`config.mk`:
```
export PLATFORM = sky130hd
export DESIGN_NAME = gst_timer
export DESIGN_NICKNAME = d
export VERILOG_FILES = /design/src/design/gst_pkg.sv /design/src/design/gst_phase_div.sv /design/src/design/gst_prescale.sv /design/src/design/gst_timer.sv
export SDC_FILE = /design/constraint.sdc
export NUM_CORES = 1
export LEC_CHECK = 0
export ABC_AREA = 1
export BUFFER_PORTS_ARGS = -buffer_cell sky130_fd_sc_hd__buf_4
export CAP_MARGIN = 10
export CORE_MARGIN = 4
export CORE_UTILIZATION = 35
export DETAILED_ROUTE_END_ITERATION = 7
export PLACE_DENSITY = 0.57
export SYNTH_ARGS = -nofsm -noshare
export SYNTH_HDL_FRONTEND = slang
export SYNTH_SLANG_ARGS = --single-unit
```
`constraint.sdc`:
```
create_clock -name clock_i -period 3.75 [get_ports clock_i]
set_input_delay 0.1875 -clock clock_i [delete_from_list [all_inputs] [get_ports clock_i]]
set_output_delay 0.1875 -clock clock_i [all_outputs]
set_load 0.01 [all_outputs]
```
`src/design/gst_pkg.sv`:
```
// Purpose: Constants for the gated sixteen-bit timer.
// Assumes: AHB-Lite word per register, byte address = index * 4.
// Notes: Register indices are word indices; the bus uses byte address index * 4.
// Functional notes
// - 16-bit count in two bytes; wrap from ffff to 0000 sets rollover flag.
// - Clock source select picks instruction clock or external clock.
// - Optional external gate input qualifies counting when enabled.
// - Sync disable bit 2 counts external edges without instruction-phase alignment.
// - Unsynchronised counter keeps counting in sleep; rollover can wake.
// - Outside unsynchronised counter mode nothing counts during sleep.
// - Byte reads of the count always return a clean value.
// - Oscillator enable bit 3 runs the crystal amplifier, also in sleep.
// - Oscillator usable only while system clock is internal.
// - Oscillator on forces port A 5/4 direction to 1, pins read 0.
// - Rollover wakes when timer on, rollover enable and peripheral enable set.
// - With global enable also set, wake also branches to the service routine.
package gst_pkg;
	localparam int unsigned CLK_HZ = 10_000_000;
	localparam int unsigned INSTR_DIV = 4;
	localparam int unsigned PRESC_W = 3;
	localparam int unsigned IDX_W = 10;
	localparam logic [9:0] IDX_INTERRUPT_CONTROL = 10'h00b;
	localparam logic [9:0] IDX_PERIPHERAL_FLAGS = 10'h00c;
	localparam logic [9:0] IDX_COUNT_LOW_BYTE = 10'h00e;
	localparam logic [9:0] IDX_COUNT_HIGH_BYTE = 10'h00f;
	localparam logic [9:0] IDX_TIMER_CONTROL = 10'h010;
	localparam logic [9:0] IDX_PERIPHERAL_ENABLES = 10'h08c;
	localparam logic [9:0] IDX_EVENT_STATUS = 10'h0a0;
	localparam logic [9:0] IDX_EVENT_CLEAR = 10'h0a1;
	localparam logic [9:0] IDX_EVENT_ENABLE = 10'h0a2;
	localparam logic [7:0] RST_BYTE = 8'h00;
	localparam logic [15:0] RST_COUNT = 16'h0000;
	localparam logic [15:0] COUNT_MAX = 16'hffff;
	localparam logic [15:0] COUNT_ONE = 16'h0001;
	localparam logic [7:0] TC_MASK = 8'h7f;
	localparam logic [7:0] PE_MASK = 8'h01;
	localparam logic [7:0] EV_MASK = 8'h03;
	localparam int unsigned TC_TIMER_ON = 0;
	localparam int unsigned TC_CLK_SRC = 1;
	localparam int unsigned TC_SYNC_DIS = 2;
	localparam int unsigned TC_OSC_EN = 3;
	localparam int unsigned TC_PRESC_LO = 4;
	localparam int unsigned TC_PRESC_HI = 5;
	localparam int unsigned TC_GATE_EN = 6;
	localparam int unsigned IC_PERIPHERAL_INT_ENABLE = 6;
	localparam int unsigned IC_GIE = 7;
	localparam int unsigned PE_ROLLOVER = 0;
	localparam int unsigned EV_ROLLOVER = 0;
	localparam int unsigned EV_WAKE = 1;
endpackage

```
`src/design/gst_phase_div.sv`:
```
// Purpose: Instruction-cycle enable, one pulse every DIV clocks.
// Assumes: halt_i high while the processor sleeps.
// Notes: The pulse is combinational so a halt takes effect at once.
`timescale 1ns/1ps
`default_nettype none
module gst_phase_div #(
	parameter int unsigned DIV = 4
) (
	// Clock and reset
	input wire logic clock_i,
	input wire logic sys_rst_i,
	// Control
	input wire logic halt_i,
	output logic tick_o
);
	localparam int unsigned CW = $clog2(DIV);
	localparam logic [CW-1:0] LAST = CW'(DIV - 1);
	logic [CW-1:0] cnt_reg;
	logic [CW-1:0] cnt_next;

	always_comb begin
		cnt_next = cnt_reg;
		tick_o = 1'b0;
		if (!halt_i) begin
			tick_o = (cnt_reg == LAST);
			cnt_next = tick_o ? '0 : cnt_reg + CW'(1);
		end
	end

	always_ff @(posedge clock_i or posedge sys_rst_i) begin
		if (sys_rst_i) begin
			cnt_reg <= '0;
		end else begin
			cnt_reg <= cnt_next;
		end
	end
endmodule
`default_nettype wire

```
`src/design/gst_prescale.sv`:
```
// Purpose: Divide a tick stream by 1, 2, 4 or 8.
// Assumes: clear_i restarts the division.
// Notes: Output is combinational from the incoming tick.
`timescale 1ns/1ps
`default_nettype none
module gst_prescale #(
	parameter int unsigned W = 3
) (
	// Clock and reset
	input wire logic clock_i,
	input wire logic sys_rst_i,
	// Ticks
	input wire logic clear_i,
	input wire logic tick_i,
	input wire logic [1:0] sel_i,
	output logic tick_o
);
	logic [W-1:0] cnt_reg;
	logic [W-1:0] cnt_next;

	function automatic logic [W-1:0] low_mask(input logic [1:0] sel);
		low_mask = (W'(1) << sel) - W'(1);
	endfunction

	always_comb begin
		tick_o = tick_i && ((cnt_reg & low_mask(sel_i)) == low_mask(sel_i));
		cnt_next = cnt_reg;
		if (clear_i) begin
			cnt_next = '0;
		end else if (tick_i) begin
			cnt_next = cnt_reg + W'(1);
		end
	end

	always_ff @(posedge clock_i or posedge sys_rst_i) begin
		if (sys_rst_i) begin
			cnt_reg <= '0;
		end else begin
			cnt_reg <= cnt_next;
		end
	end
endmodule
`default_nettype wire

```
`src/design/gst_timer.sv`:
```
// Purpose: Gated sixteen-bit timer with AHB-Lite register slave.
// Assumes: External pins already synchronous to clock_i.
// Notes: Zero wait state slave; read data is sampled in the address phase.
`timescale 1ns/1ps
`default_nettype none
module gst_timer (
	// Clock and reset
	input wire logic clock_i,
	input wire logic sys_rst_i,
	// AHB-Lite slave
	input wire logic hsel_i,
	input wire logic [11:0] haddr_i,
	input wire logic [1:0] htrans_i,
	input wire logic hwrite_i,
	input wire logic [2:0] hsize_i,
	input wire logic hready_i,
	input wire logic [31:0] hwdata_i,
	output logic [31:0] hrdata_o,
	output logic hreadyout_o,
	output logic hresp_o,
	// Clock sources and gate
	input wire logic ext_clk_i,
	input wire logic gate_input_i,
	input wire logic osc_in_pin_i,
	output logic osc_out_pin_o,
	input wire logic sys_clk_internal_i,
	input wire logic sleep_i,
	// Port A pins 5 and 4, bit 1 is pin 5
	input wire logic [1:0] port_a_dir_i,
	input wire logic [1:0] port_a_pin_i,
	output logic [1:0] port_a_dir_o,
	output logic [1:0] port_a_read_o,
	// Wake and interrupt
	output logic wake_o,
	output logic isr_o,
	output logic irq_o
);
	logic wr_pend_reg, wr_pend_next;
	logic [9:0] wr_idx_reg, wr_idx_next;
	logic [31:0] hrdata_reg, hrdata_next;
	logic addr_ok;
	logic [7:0] wdat;
	logic [15:0] count_reg, count_next;
	logic [7:0] tc_reg, tc_next;
	logic [7:0] ic_reg, ic_next;
	logic [7:0] pe_reg, pe_next;
	logic [7:0] evs_reg, evs_next;
	logic [7:0] eve_reg, eve_next;
	logic flag_reg, flag_next;
	logic ext_prev_reg, ext_prev_next;
	logic pend_reg, pend_next;
	logic osc_reg, osc_next;
	logic [1:0] pdir_reg, pdir_next;
	logic [1:0] pread_reg, pread_next;
	logic wake_reg, wake_next;
	logic isr_reg, isr_next;
	logic irq_reg, irq_next;
	logic phase_tick, presc_tick, raw_tick, count_en, presc_clr;
	logic async_mode, osc_ok, ext_level, ext_rise, rollover_evt, wake_cond;
	logic [7:0] evts;

	function automatic logic is_wr(input logic pend, input logic [9:0] idx,
			input logic [9:0] want);
		is_wr = pend && (idx == want);
	endfunction

	function automatic logic [7:0] read_mux(input logic [9:0] idx);
		unique case (idx)
			gst_pkg::IDX_INTERRUPT_CONTROL: read_mux = ic_reg;
			gst_pkg::IDX_PERIPHERAL_FLAGS: read_mux = {7'h00, flag_reg};
			gst_pkg::IDX_COUNT_LOW_BYTE: read_mux = count_reg[7:0];
			gst_pkg::IDX_COUNT_HIGH_BYTE: read_mux = count_reg[15:8];
			gst_pkg::IDX_TIMER_CONTROL: read_mux = tc_reg;
			gst_pkg::IDX_PERIPHERAL_ENABLES: read_mux = pe_reg;
			gst_pkg::IDX_EVENT_STATUS: read_mux = evs_reg;
			gst_pkg::IDX_EVENT_ENABLE: read_mux = eve_reg;
			default: read_mux = gst_pkg::RST_BYTE;
		endcase
	endfunction

	// Halting the phase clock in sleep stops internal and synchronised counting
	gst_phase_div #(
		.DIV(gst_pkg::INSTR_DIV)
	) u_div (
		.clock_i(clock_i),
		.sys_rst_i(sys_rst_i),
		.halt_i(sleep_i),
		.tick_o(phase_tick)
	);

	gst_prescale #(
		.W(gst_pkg::PRESC_W)
	) u_presc (
		.clock_i(clock_i),
		.sys_rst_i(sys_rst_i),
		.clear_i(presc_clr),
		.tick_i(raw_tick & count_en),
		.sel_i({tc_reg[gst_pkg::TC_PRESC_HI], tc_reg[gst_pkg::TC_PRESC_LO]}),
		.tick_o(presc_tick)
	);

	// Bus slave
	always_comb begin
		addr_ok = hsel_i && hready_i && htrans_i[1];
		wr_pend_next = addr_ok && hwrite_i;
		wr_idx_next = addr_ok ? haddr_i[11:2] : wr_idx_reg;
		hrdata_next = '0;
		if (addr_ok && !hwrite_i) begin
			hrdata_next = {24'h000000, read_mux(haddr_i[11:2])};
		end
	end

	always_ff @(posedge clock_i or posedge sys_rst_i) begin
		if (sys_rst_i) begin
			wr_pend_reg <= 1'b0;
			wr_idx_reg <= '0;
			hrdata_reg <= '0;
		end else begin
			wr_pend_reg <= wr_pend_next;
			wr_idx_reg <= wr_idx_next;
			hrdata_reg <= hrdata_next;
		end
	end

	// Timer core
	always_comb begin
		wdat = hwdata_i[7:0];
		async_mode = tc_reg[gst_pkg::TC_CLK_SRC] && tc_reg[gst_pkg::TC_SYNC_DIS];
		osc_ok = tc_reg[gst_pkg::TC_OSC_EN] && sys_clk_internal_i;
		ext_level = osc_ok ? osc_in_pin_i : ext_clk_i;
		ext_rise = ext_level && !ext_prev_reg;
		ext_prev_next = ext_level;
		// Synchronised mode takes at most one edge per instruction cycle
		pend_next = (ext_rise && !async_mode) || (pend_reg && !phase_tick);
		if (!tc_reg[gst_pkg::TC_CLK_SRC]) begin
			raw_tick = phase_tick;
		end else if (tc_reg[gst_pkg::TC_SYNC_DIS]) begin
			raw_tick = ext_rise;
		end else begin
			raw_tick = pend_reg && phase_tick;
		end
		count_en = tc_reg[gst_pkg::TC_TIMER_ON] &&
			(!tc_reg[gst_pkg::TC_GATE_EN] || !gate_input_i);
		presc_clr = is_wr(wr_pend_reg, wr_idx_reg, gst_pkg::IDX_COUNT_LOW_BYTE) ||
			is_wr(wr_pend_reg, wr_idx_reg, gst_pkg::IDX_COUNT_HIGH_BYTE) ||
			is_wr(wr_pend_reg, wr_idx_reg, gst_pkg::IDX_TIMER_CONTROL);
		rollover_evt = presc_tick && (count_reg == gst_pkg::COUNT_MAX);
		count_next = presc_tick ? count_reg + gst_pkg::COUNT_ONE : count_reg;
		// A colliding write wins over the increment
		if (is_wr(wr_pend_reg, wr_idx_reg, gst_pkg::IDX_COUNT_LOW_BYTE)) begin
			count_next[7:0] = wdat;
		end
		if (is_wr(wr_pend_reg, wr_idx_reg, gst_pkg::IDX_COUNT_HIGH_BYTE)) begin
			count_next[15:8] = wdat;
		end
		tc_next = tc_reg;
		if (is_wr(wr_pend_reg, wr_idx_reg, gst_pkg::IDX_TIMER_CONTROL)) begin
			tc_next = wdat & gst_pkg::TC_MASK;
		end
		ic_next = ic_reg;
		if (is_wr(wr_pend_reg, wr_idx_reg, gst_pkg::IDX_INTERRUPT_CONTROL)) begin
			ic_next = wdat;
		end
		pe_next = pe_reg;
		if (is_wr(wr_pend_reg, wr_idx_reg, gst_pkg::IDX_PERIPHERAL_ENABLES)) begin
			pe_next = wdat & gst_pkg::PE_MASK;
		end
		eve_next = eve_reg;
		if (is_wr(wr_pend_reg, wr_idx_reg, gst_pkg::IDX_EVENT_ENABLE)) begin
			eve_next = wdat & gst_pkg::EV_MASK;
		end
		flag_next = flag_reg;
		if (is_wr(wr_pend_reg, wr_idx_reg, gst_pkg::IDX_PERIPHERAL_FLAGS) && !wdat[0]) begin
			flag_next = 1'b0;
		end
		flag_next = flag_next || rollover_evt;
		wake_cond = sleep_i && flag_reg && pe_reg[gst_pkg::PE_ROLLOVER] &&
			ic_reg[gst_pkg::IC_PERIPHERAL_INT_ENABLE] && tc_reg[gst_pkg::TC_TIMER_ON];
		evts = '0;
		evts[gst_pkg::EV_ROLLOVER] = rollover_evt;
		evts[gst_pkg::EV_WAKE] = wake_cond && !wake_reg;
		evs_next = evs_reg;
		if (is_wr(wr_pend_reg, wr_idx_reg, gst_pkg::IDX_EVENT_CLEAR)) begin
			evs_next = evs_reg & ~wdat;
		end
		evs_next = evs_next | evts;
	end

	always_ff @(posedge clock_i or posedge sys_rst_i) begin
		if (sys_rst_i) begin
			count_reg <= gst_pkg::RST_COUNT;
			tc_reg <= gst_pkg::RST_BYTE;
			ic_reg <= gst_pkg::RST_BYTE;
			pe_reg <= gst_pkg::RST_BYTE;
			evs_reg <= gst_pkg::RST_BYTE;
			eve_reg <= gst_pkg::RST_BYTE;
			flag_reg <= 1'b0;
			ext_prev_reg <= 1'b0;
			pend_reg <= 1'b0;
		end else begin
			count_reg <= count_next;
			tc_reg <= tc_next;
			ic_reg <= ic_next;
			pe_reg <= pe_next;
			evs_reg <= evs_next;
			eve_reg <= eve_next;
			flag_reg <= flag_next;
			ext_prev_reg <= ext_prev_next;
			pend_reg <= pend_next;
		end
	end

	// Pins and wake outputs
	always_comb begin
		osc_next = osc_ok && !osc_in_pin_i;
		pdir_next = tc_reg[gst_pkg::TC_OSC_EN] ? 2'h3 : port_a_dir_i;
		pread_next = tc_reg[gst_pkg::TC_OSC_EN] ? 2'h0 : port_a_pin_i;
		wake_next = wake_cond;
		isr_next = wake_cond && ic_reg[gst_pkg::IC_GIE];
		irq_next = |(evs_reg & eve_reg);
	end

	always_ff @(posedge clock_i or posedge sys_rst_i) begin
		if (sys_rst_i) begin
			osc_reg <= 1'b0;
			pdir_reg <= 2'h3;
			pread_reg <= 2'h0;
			wake_reg <= 1'b0;
			isr_reg <= 1'b0;
			irq_reg <= 1'b0;
		end else begin
			osc_reg <= osc_next;
			pdir_reg <= pdir_next;
			pread_reg <= pread_next;
			wake_reg <= wake_next;
			isr_reg <= isr_next;
			irq_reg <= irq_next;
		end
	end

	assign hrdata_o = hrdata_reg;
	assign hreadyout_o = 1'b1;
	assign hresp_o = 1'b0;
	assign osc_out_pin_o = osc_reg;
	assign port_a_dir_o = pdir_reg;
	assign port_a_read_o = pread_reg;
	assign wake_o = wake_reg;
	assign isr_o = isr_reg;
	assign irq_o = irq_reg;

	logic any_cnt_wr;
	assign any_cnt_wr = is_wr(wr_pend_reg, wr_idx_reg, gst_pkg::IDX_COUNT_LOW_BYTE) ||
		is_wr(wr_pend_reg, wr_idx_reg, gst_pkg::IDX_COUNT_HIGH_BYTE);
endmodule
`default_nettype wire

```
After elaboration in Yosys (flattened, before gate mapping)

Index checks and enable logic that the tools add are counted.

Register bits after elaboration: 101
Input port bits: 63
Output and inout port bits: 42
Word-level logic and storage cells: 114

Add/sub/neg operators: 4
Eq/ne operators: 19
Shift operators: 1
Mux-type cells: 16
Bitwise logic cells: 6
Reductions and logical operators: 47

Operators by type and width:

| kind                                                              | count |
|---|---|
| 10-bit by 4-bit == test with 1-bit output, second input constant  | 8 |
| 8-bit one-hot mux with 8 select lines                             | 1 |
| 10-bit by 8-bit == test with 1-bit output, second input constant  | 6 |
| 8-bit two-way mux                                                 | 4 |
| 1-bit logical AND                                                 | 29 |
| 10-bit by 5-bit == test with 1-bit output, second input constant  | 2 |
| 16-bit by 1-bit adder with 16-bit output, second input constant   | 1 |
| 16-bit == test, second input constant                             | 1 |
| 16-bit two-way mux                                                | 1 |
| 1-bit logical NOT                                                 | 9 |
| 8-bit by 2-bit bitwise AND with 8-bit output                      | 1 |
| 8-bit bitwise AND                                                 | 1 |
| 8-bit inverter                                                    | 1 |
| 8-bit by 2-bit OR with 8-bit output                               | 1 |
| 8-bit OR reduction                                                | 1 |
| 2-bit two-way mux                                                 | 3 |
| 3-bit two-way mux                                                 | 2 |
| 2-bit nonzero test                                                | 3 |
| 1-bit logical OR                                                  | 5 |
| 1-bit two-way mux                                                 | 5 |
| 3-bit by 1-bit adder with 3-bit output, second input constant     | 1 |
| 3-bit bitwise AND                                                 | 1 |
| 3-bit == test                                                     | 1 |
| 1-bit by 2-bit << shifter with 3-bit output, first input constant | 1 |
| other kinds (4)                                                   | 4 |

Logic depth before layout (Yosys ltp)

Depth in word-level cells: 9
Gate-level depth with buffers: 11
Mapped depth without buffers: 11

Modules after synthesis

A second synthesis with hierarchy kept.

Cells, all modules: 558
Area, all modules: 4340.4 um^2

By module, submodules not included:

| module        | instances | cells each | area each (um^2) | sequential area each (um^2) |
|---|---|---|---|---|
| gst_timer     | 1         | 517        | 4047.6           | 1804.2 |
| gst_prescale  | 1         | 27         | 188.9            | 75.1 |
| gst_phase_div | 1         | 14         | 103.8            | 50.0 |

Worst setup path before layout

OpenSTA, ideal clock, no wires.

Path kind: register -> register
Start point: register u_div.cnt_reg[0]
End point: register count_reg[6]
Library setup time: 117 ps
Arrival: 1298 ps
Data required time: 3633 ps
Setup slack: 2336 ps
Stages on the path, launching flop included: 11
Path buffers: 0
Period minus slack after synthesis: 1414 ps
Cells stage by stage: dfrtp_1 > ha_1 > inv_1 > nor2_1 > nand2_1 > a21oi_2 > nand3_4 > nand2_4 > inv_4 > nand2_1 > nand2_1

Cells in the longest elaborated chain, start to end: 8

RTL lines:

| item                                  | line                | source |
|---|---|---|
| start: declaration                    | gst_phase_div.sv:18 | `logic [CW-1:0] cnt_reg;` |
| start signal: assignment              | gst_phase_div.sv:34 | `cnt_reg <= cnt_next;` |
| 2-bit == test *                       | gst_phase_div.sv:25 | `tick_o = (cnt_reg == LAST);` |
| 1-bit two-way mux *                   | gst_phase_div.sv:24 | `if (!halt_i) begin` |
| 1-bit logical AND                     | gst_timer.sv:140    | `raw_tick = pend_reg && phase_tick;` |
| 1-bit two-way mux                     | gst_timer.sv:137    | `end else if (tc_reg[gst_pkg::TC_SYNC_DIS]) begin` |
| 1-bit two-way mux *                   | gst_timer.sv:135    | `if (!tc_reg[gst_pkg::TC_CLK_SRC]) begin` |
| 1-bit bitwise AND *                   | gst_timer.sv:97     | `.tick_i(raw_tick & count_en),` |
| 1-bit logical AND *                   | gst_prescale.sv:26  | `tick_o = tick_i && ((cnt_reg & low_mask(sel_i)) == low_mask(sel_i));` |
| 2-bit nonzero test (no source line) * | -                   |  |
| end signal: assignment                | gst_timer.sv:191    | `count_reg <= gst_pkg::RST_COUNT;` |
| end signal: assignment                | gst_timer.sv:201    | `count_reg <= count_next;` |
| end: declaration                      | gst_timer.sv:43     | `logic [15:0] count_reg, count_next;` |

Mark *: on every way between the ends. The rest lies on a longest branch, timed or not.
A chain may end at the register's enable or synchronous reset.

Final worst setup path

Start point: register wr_idx_reg[9]
End point: register u_presc.cnt_reg[2]

Cells in the longest elaborated chain, start to end: 5
Elaborated cells between the ends (all ways): 10
Classes of those cells: eq/ne: 3; mux: 1; reduce/logical: 6

RTL lines:

| item                                                    | line               | source |
|---|---|---|
| start: declaration                                      | gst_timer.sv:39    | `logic [9:0] wr_idx_reg, wr_idx_next;` |
| start signal: assignment                                | gst_timer.sv:120   | `wr_idx_reg <= wr_idx_next;` |
| 10-bit by 4-bit == test with 1-bit output               | -                  |  |
| 1-bit logical AND                                       | -                  |  |
| 1-bit logical OR                                        | -                  |  |
| 1-bit logical OR *                                      | gst_timer.sv:145   | `is_wr(wr_pend_reg, wr_idx_reg, gst_pkg::IDX_COUNT_HIGH_BYTE) \|\|` |
| 3-bit two-way mux or 2-bit nonzero test (tied branches) | -                  |  |
| end signal: assignment                                  | gst_prescale.sv:39 | `cnt_reg <= cnt_next;` |
| end: declaration                                        | gst_prescale.sv:18 | `logic [W-1:0] cnt_reg;` |

Marks and branches as above.

==> flow_metrics.env <==
export IMPL_required_ps=3980
export IMPL_max_freq_ghz=0.5381
export IMPL_slew_headroom_pct=49.46
export IMPL_p_sw_w=0.0009006
export IMPL_drt_iter0_drc=316
export IMPL_grt_max_degree=42
export IMPL_cp_cell_sequence="nor2_4 > nand2_2 > inv_1 > nand3_1 > nand3_1 > inv_1 > nand2_1 > nor2_1"
export IMPL_startpoint_type="register"
export IMPL_antenna_found_initial=0
export IMPL_crit_family="simple AND/OR/NAND/NOR gates"
export IMPL_vias=3774
export IMPL_syn_area_sq_um=4415
export IMPL_numCtsBuffers=9
export IMPL_grt_busiest_layer="met2"
export IMPL_fin_tns_setup_ps=0
export IMPL_first_pass_iters=5
export IMPL_ys_ff_latch=77
export IMPL_grt_pass1_wl_um=18250
export IMPL_setup_violations=0
export IMPL_min_period_over_period_pct=49.56
export IMPL_worstPathMaxFanout=15
export IMPL_grt_usage_pct=15.83
export IMPL_gp_congestion=0.8539
export IMPL_worstSetupPathType="reg -> reg"
export IMPL_die_x_um=120.3
export IMPL_min_period_ps=1858
export IMPL_dieArea_sq_um=14480
export IMPL_insertedDiodeCount=0
export IMPL_cp_slowest_cell="nand3_1"
export IMPL_clock_sinks=77
export IMPL_yosys_warnings=0
export IMPL_critPathMaxStageDelay_ps=430
export IMPL_synth_avg_cell_area_sq_um=7.522
export IMPL_fp_dieH_um=120.3
export IMPL_cts_tree="done"
export IMPL_final_setup_worst_slack_ps=1892
export IMPL_yosysSeqAreaShare_pct=43.70
export IMPL_cp_arrival_ps=2090
export IMPL_min_path_type="in -> async"
export IMPL_whs_ps=-2.026
export IMPL_cts_resized_gates=0
export IMPL_power_frac_clock_pct=34.1
export IMPL_outcome="complete, but fails checks"
export IMPL_drive_gt1_share_pct=16.67
export IMPL_grt_pass1_vias=3737
export IMPL_power_leakage_nw=2.790
export IMPL_largest_reg_flops=16
export IMPL_drc_errors=0
export IMPL_power_frac_seq_pct=42.7
export IMPL_ys_types=37
export IMPL_clk_pin_slew_ps=60
export IMPL_place_ws_ps=1910
export IMPL_slew_violations=0
export IMPL_cp_num_buf_inv=2
export IMPL_rsz0062_at_grt="false"
export IMPL_startpoint="wr_idx_reg[9]"
export IMPL_violations="hold timing"
export IMPL_portBuffers=48
export IMPL_vias_per_cell=4.659
export IMPL_coreArea_sq_um=12160
export IMPL_irDropWorstVdd_mv=0.2082
export IMPL_reg2reg_from="wr_idx_reg[9]"
export IMPL_clock_skew_ps=3.142
export IMPL_grt_overflow=0
export IMPL_tightest_slew_ps=757.0
export IMPL_met3_usage_pct=2.947
export IMPL_cts_hold_buf=0
export IMPL_p_comb_share_pct=23.2
export IMPL_cap_violations=0
export IMPL_timing_rr_end="u_presc.cnt_reg[2]"
export IMPL_grtUsageMet2_pct=24.87
export IMPL_hpwlAfterDp_um=8404
export IMPL_p_sw_share_pct=33.30
export IMPL_pin_count=105
export IMPL_reg2regPathDepth=8
export IMPL_start_util_pct=36.31
export IMPL_area_growth_pct=16.49
export IMPL_met1_usage_pct=21.20
export IMPL_p_int_w=0.001803
export IMPL_fin_nets=703
export IMPL_synthCells=587
export IMPL_power_density_nw_per_um2=525.7
export IMPL_cts_setup_buffers=0
export IMPL_cts_htree_levels=3
export IMPL_cp_end_kind="register"
export IMPL_cts_root_buf="clkbuf_16"
export IMPL_wl_um=10930
export IMPL_r2r_setup_slack_ps=1890
export IMPL_clock_latency_ps=330
export IMPL_rows=40
export IMPL_clock_path_buffers=2
export IMPL_wire_per_inst_um=13.50
export IMPL_ant_nets=0
export IMPL_hold_viol_final=6
[synthesized netlist by cell type (all sizes together)]
cell / count / area share, %
nand2: 183 / 16
and3: 4 / 0.57
a22o: 1 / 0.20
xnor2: 3 / 0.60
dfstp: 2 / 1.2
xor2: 4 / 0.79
buf: 33 / 5.6
clkbuf: 1 / 0.085
mux2: 3 / 0.77
inv: 72 / 6.2
or2: 3 / 0.43
and2: 1 / 0.14
a21oi: 4 / 0.54
nand4: 13 / 2.1
o21ai: 54 / 6.1
ha: 3 / 0.85
nand3b: 2 / 0.34
nand3: 48 / 6.1
o22ai: 1 / 0.14
nor2: 68 / 7.3
nor3: 7 / 1.0
conb: 2 / 0.17
dfrtp: 75 / 43
[kinds of logic (layout without fill, tap and decap cells)]
| logic type | after synthesis | count (layout) | share of synthesized area, % |
|---|---|---|---|
| and+or+nand+nor | 329 | 329 | 34.32 |
| DFF | 77 | 77 | 43.70 |
| AOI/OAI and AO/OA | 60 | 60 | 6.999 |
| muxes | 3 | 3 | 0.7650 |
| xor gates and xnor gates | 7 | 7 | 1.389 |
| adders and majority gates | 3 | 3 | 0.8502 |
| other | 2 | 26 | 0.1701 |
| buffers and inverters | 106 | 137 | 11.82 |
[routing by layer]
metal,up-vias,wire [um]
li1,1902,-
met1,1730,5087
met2,116,4850
met3,26,643
met4,0,352
met5,-,0
[per-stage QoR]
stage | area [sq um] | utilization [%] | total power [W] | std cells | hold slack [ps]
2_1_floorplan | 4506 | - | 0.001642 | 611 | 288.5
3_3_place_gp | 4835 | 39.75 | 0.001770 | 794 | 375.4
3_5_place_dp | 4835 | 39.75 | 0.001792 | 794 | 383.6
4_1_cts | 5144 | 42.29 | 0.002723 | 810 | 28.50
5_1_grt | 5144 | 42.29 | 0.002897 | 810 | 31.37
6_report | 5144 | 42.29 | 0.002704 | 810 | -2.026
[worst max-delay path by stage]
stage	to	slack [ps]	cells after the start
floorplan	count_reg[0]	1600	1
global placement	u_presc.cnt_reg[2]	1950	8
detailed placement	u_presc.cnt_reg[2]	1910	8
CTS	u_presc.cnt_reg[2]	1890	8
global route	u_presc.cnt_reg[2]	1700	8
finish	u_presc.cnt_reg[2]	1890	8
[power by group through the flow]
stage	sequential [W]	combinational, W	clock (W)
finish	0.00116	0.000627	0.000921
global route	0.00118	0.000736	0.000978
CTS	0.00115	0.000630	0.000940
detailed placement	0.00117	0.000624	0
global placement	0.00116	0.000607	0
floorplan	0.00109	0.000550	0
[cell usage in the layout (no fill, tap or decap), drive strengths merged, types with 2 or more instances in the layout]
cell and count:
or2 3, nand2 183, mux2 3, and3 4
xnor2 3, dfrtp 75, ha 3, nand4 13
nand3 48, nor2 68, o21ai 54, clkbuf 12
conb 26, xor2 4, dfstp 2, nand3b 2
nor3 7, buf 49, a21oi 4, bufinv 2
inv 72
[area by class of cell]
cell class / instances / area, sq um
fillers: 1248 / 7018
multi-input cells: 428 / 2054
flip-flops and latches: 77 / 1929
repair buffers: 49 / 367.9
inverters: 72 / 272.8
clock buffers: 12 / 236.5
well taps: 168 / 210.2
clock inverters: 4 / 72.57
Power figures use the tool's default switching activity.
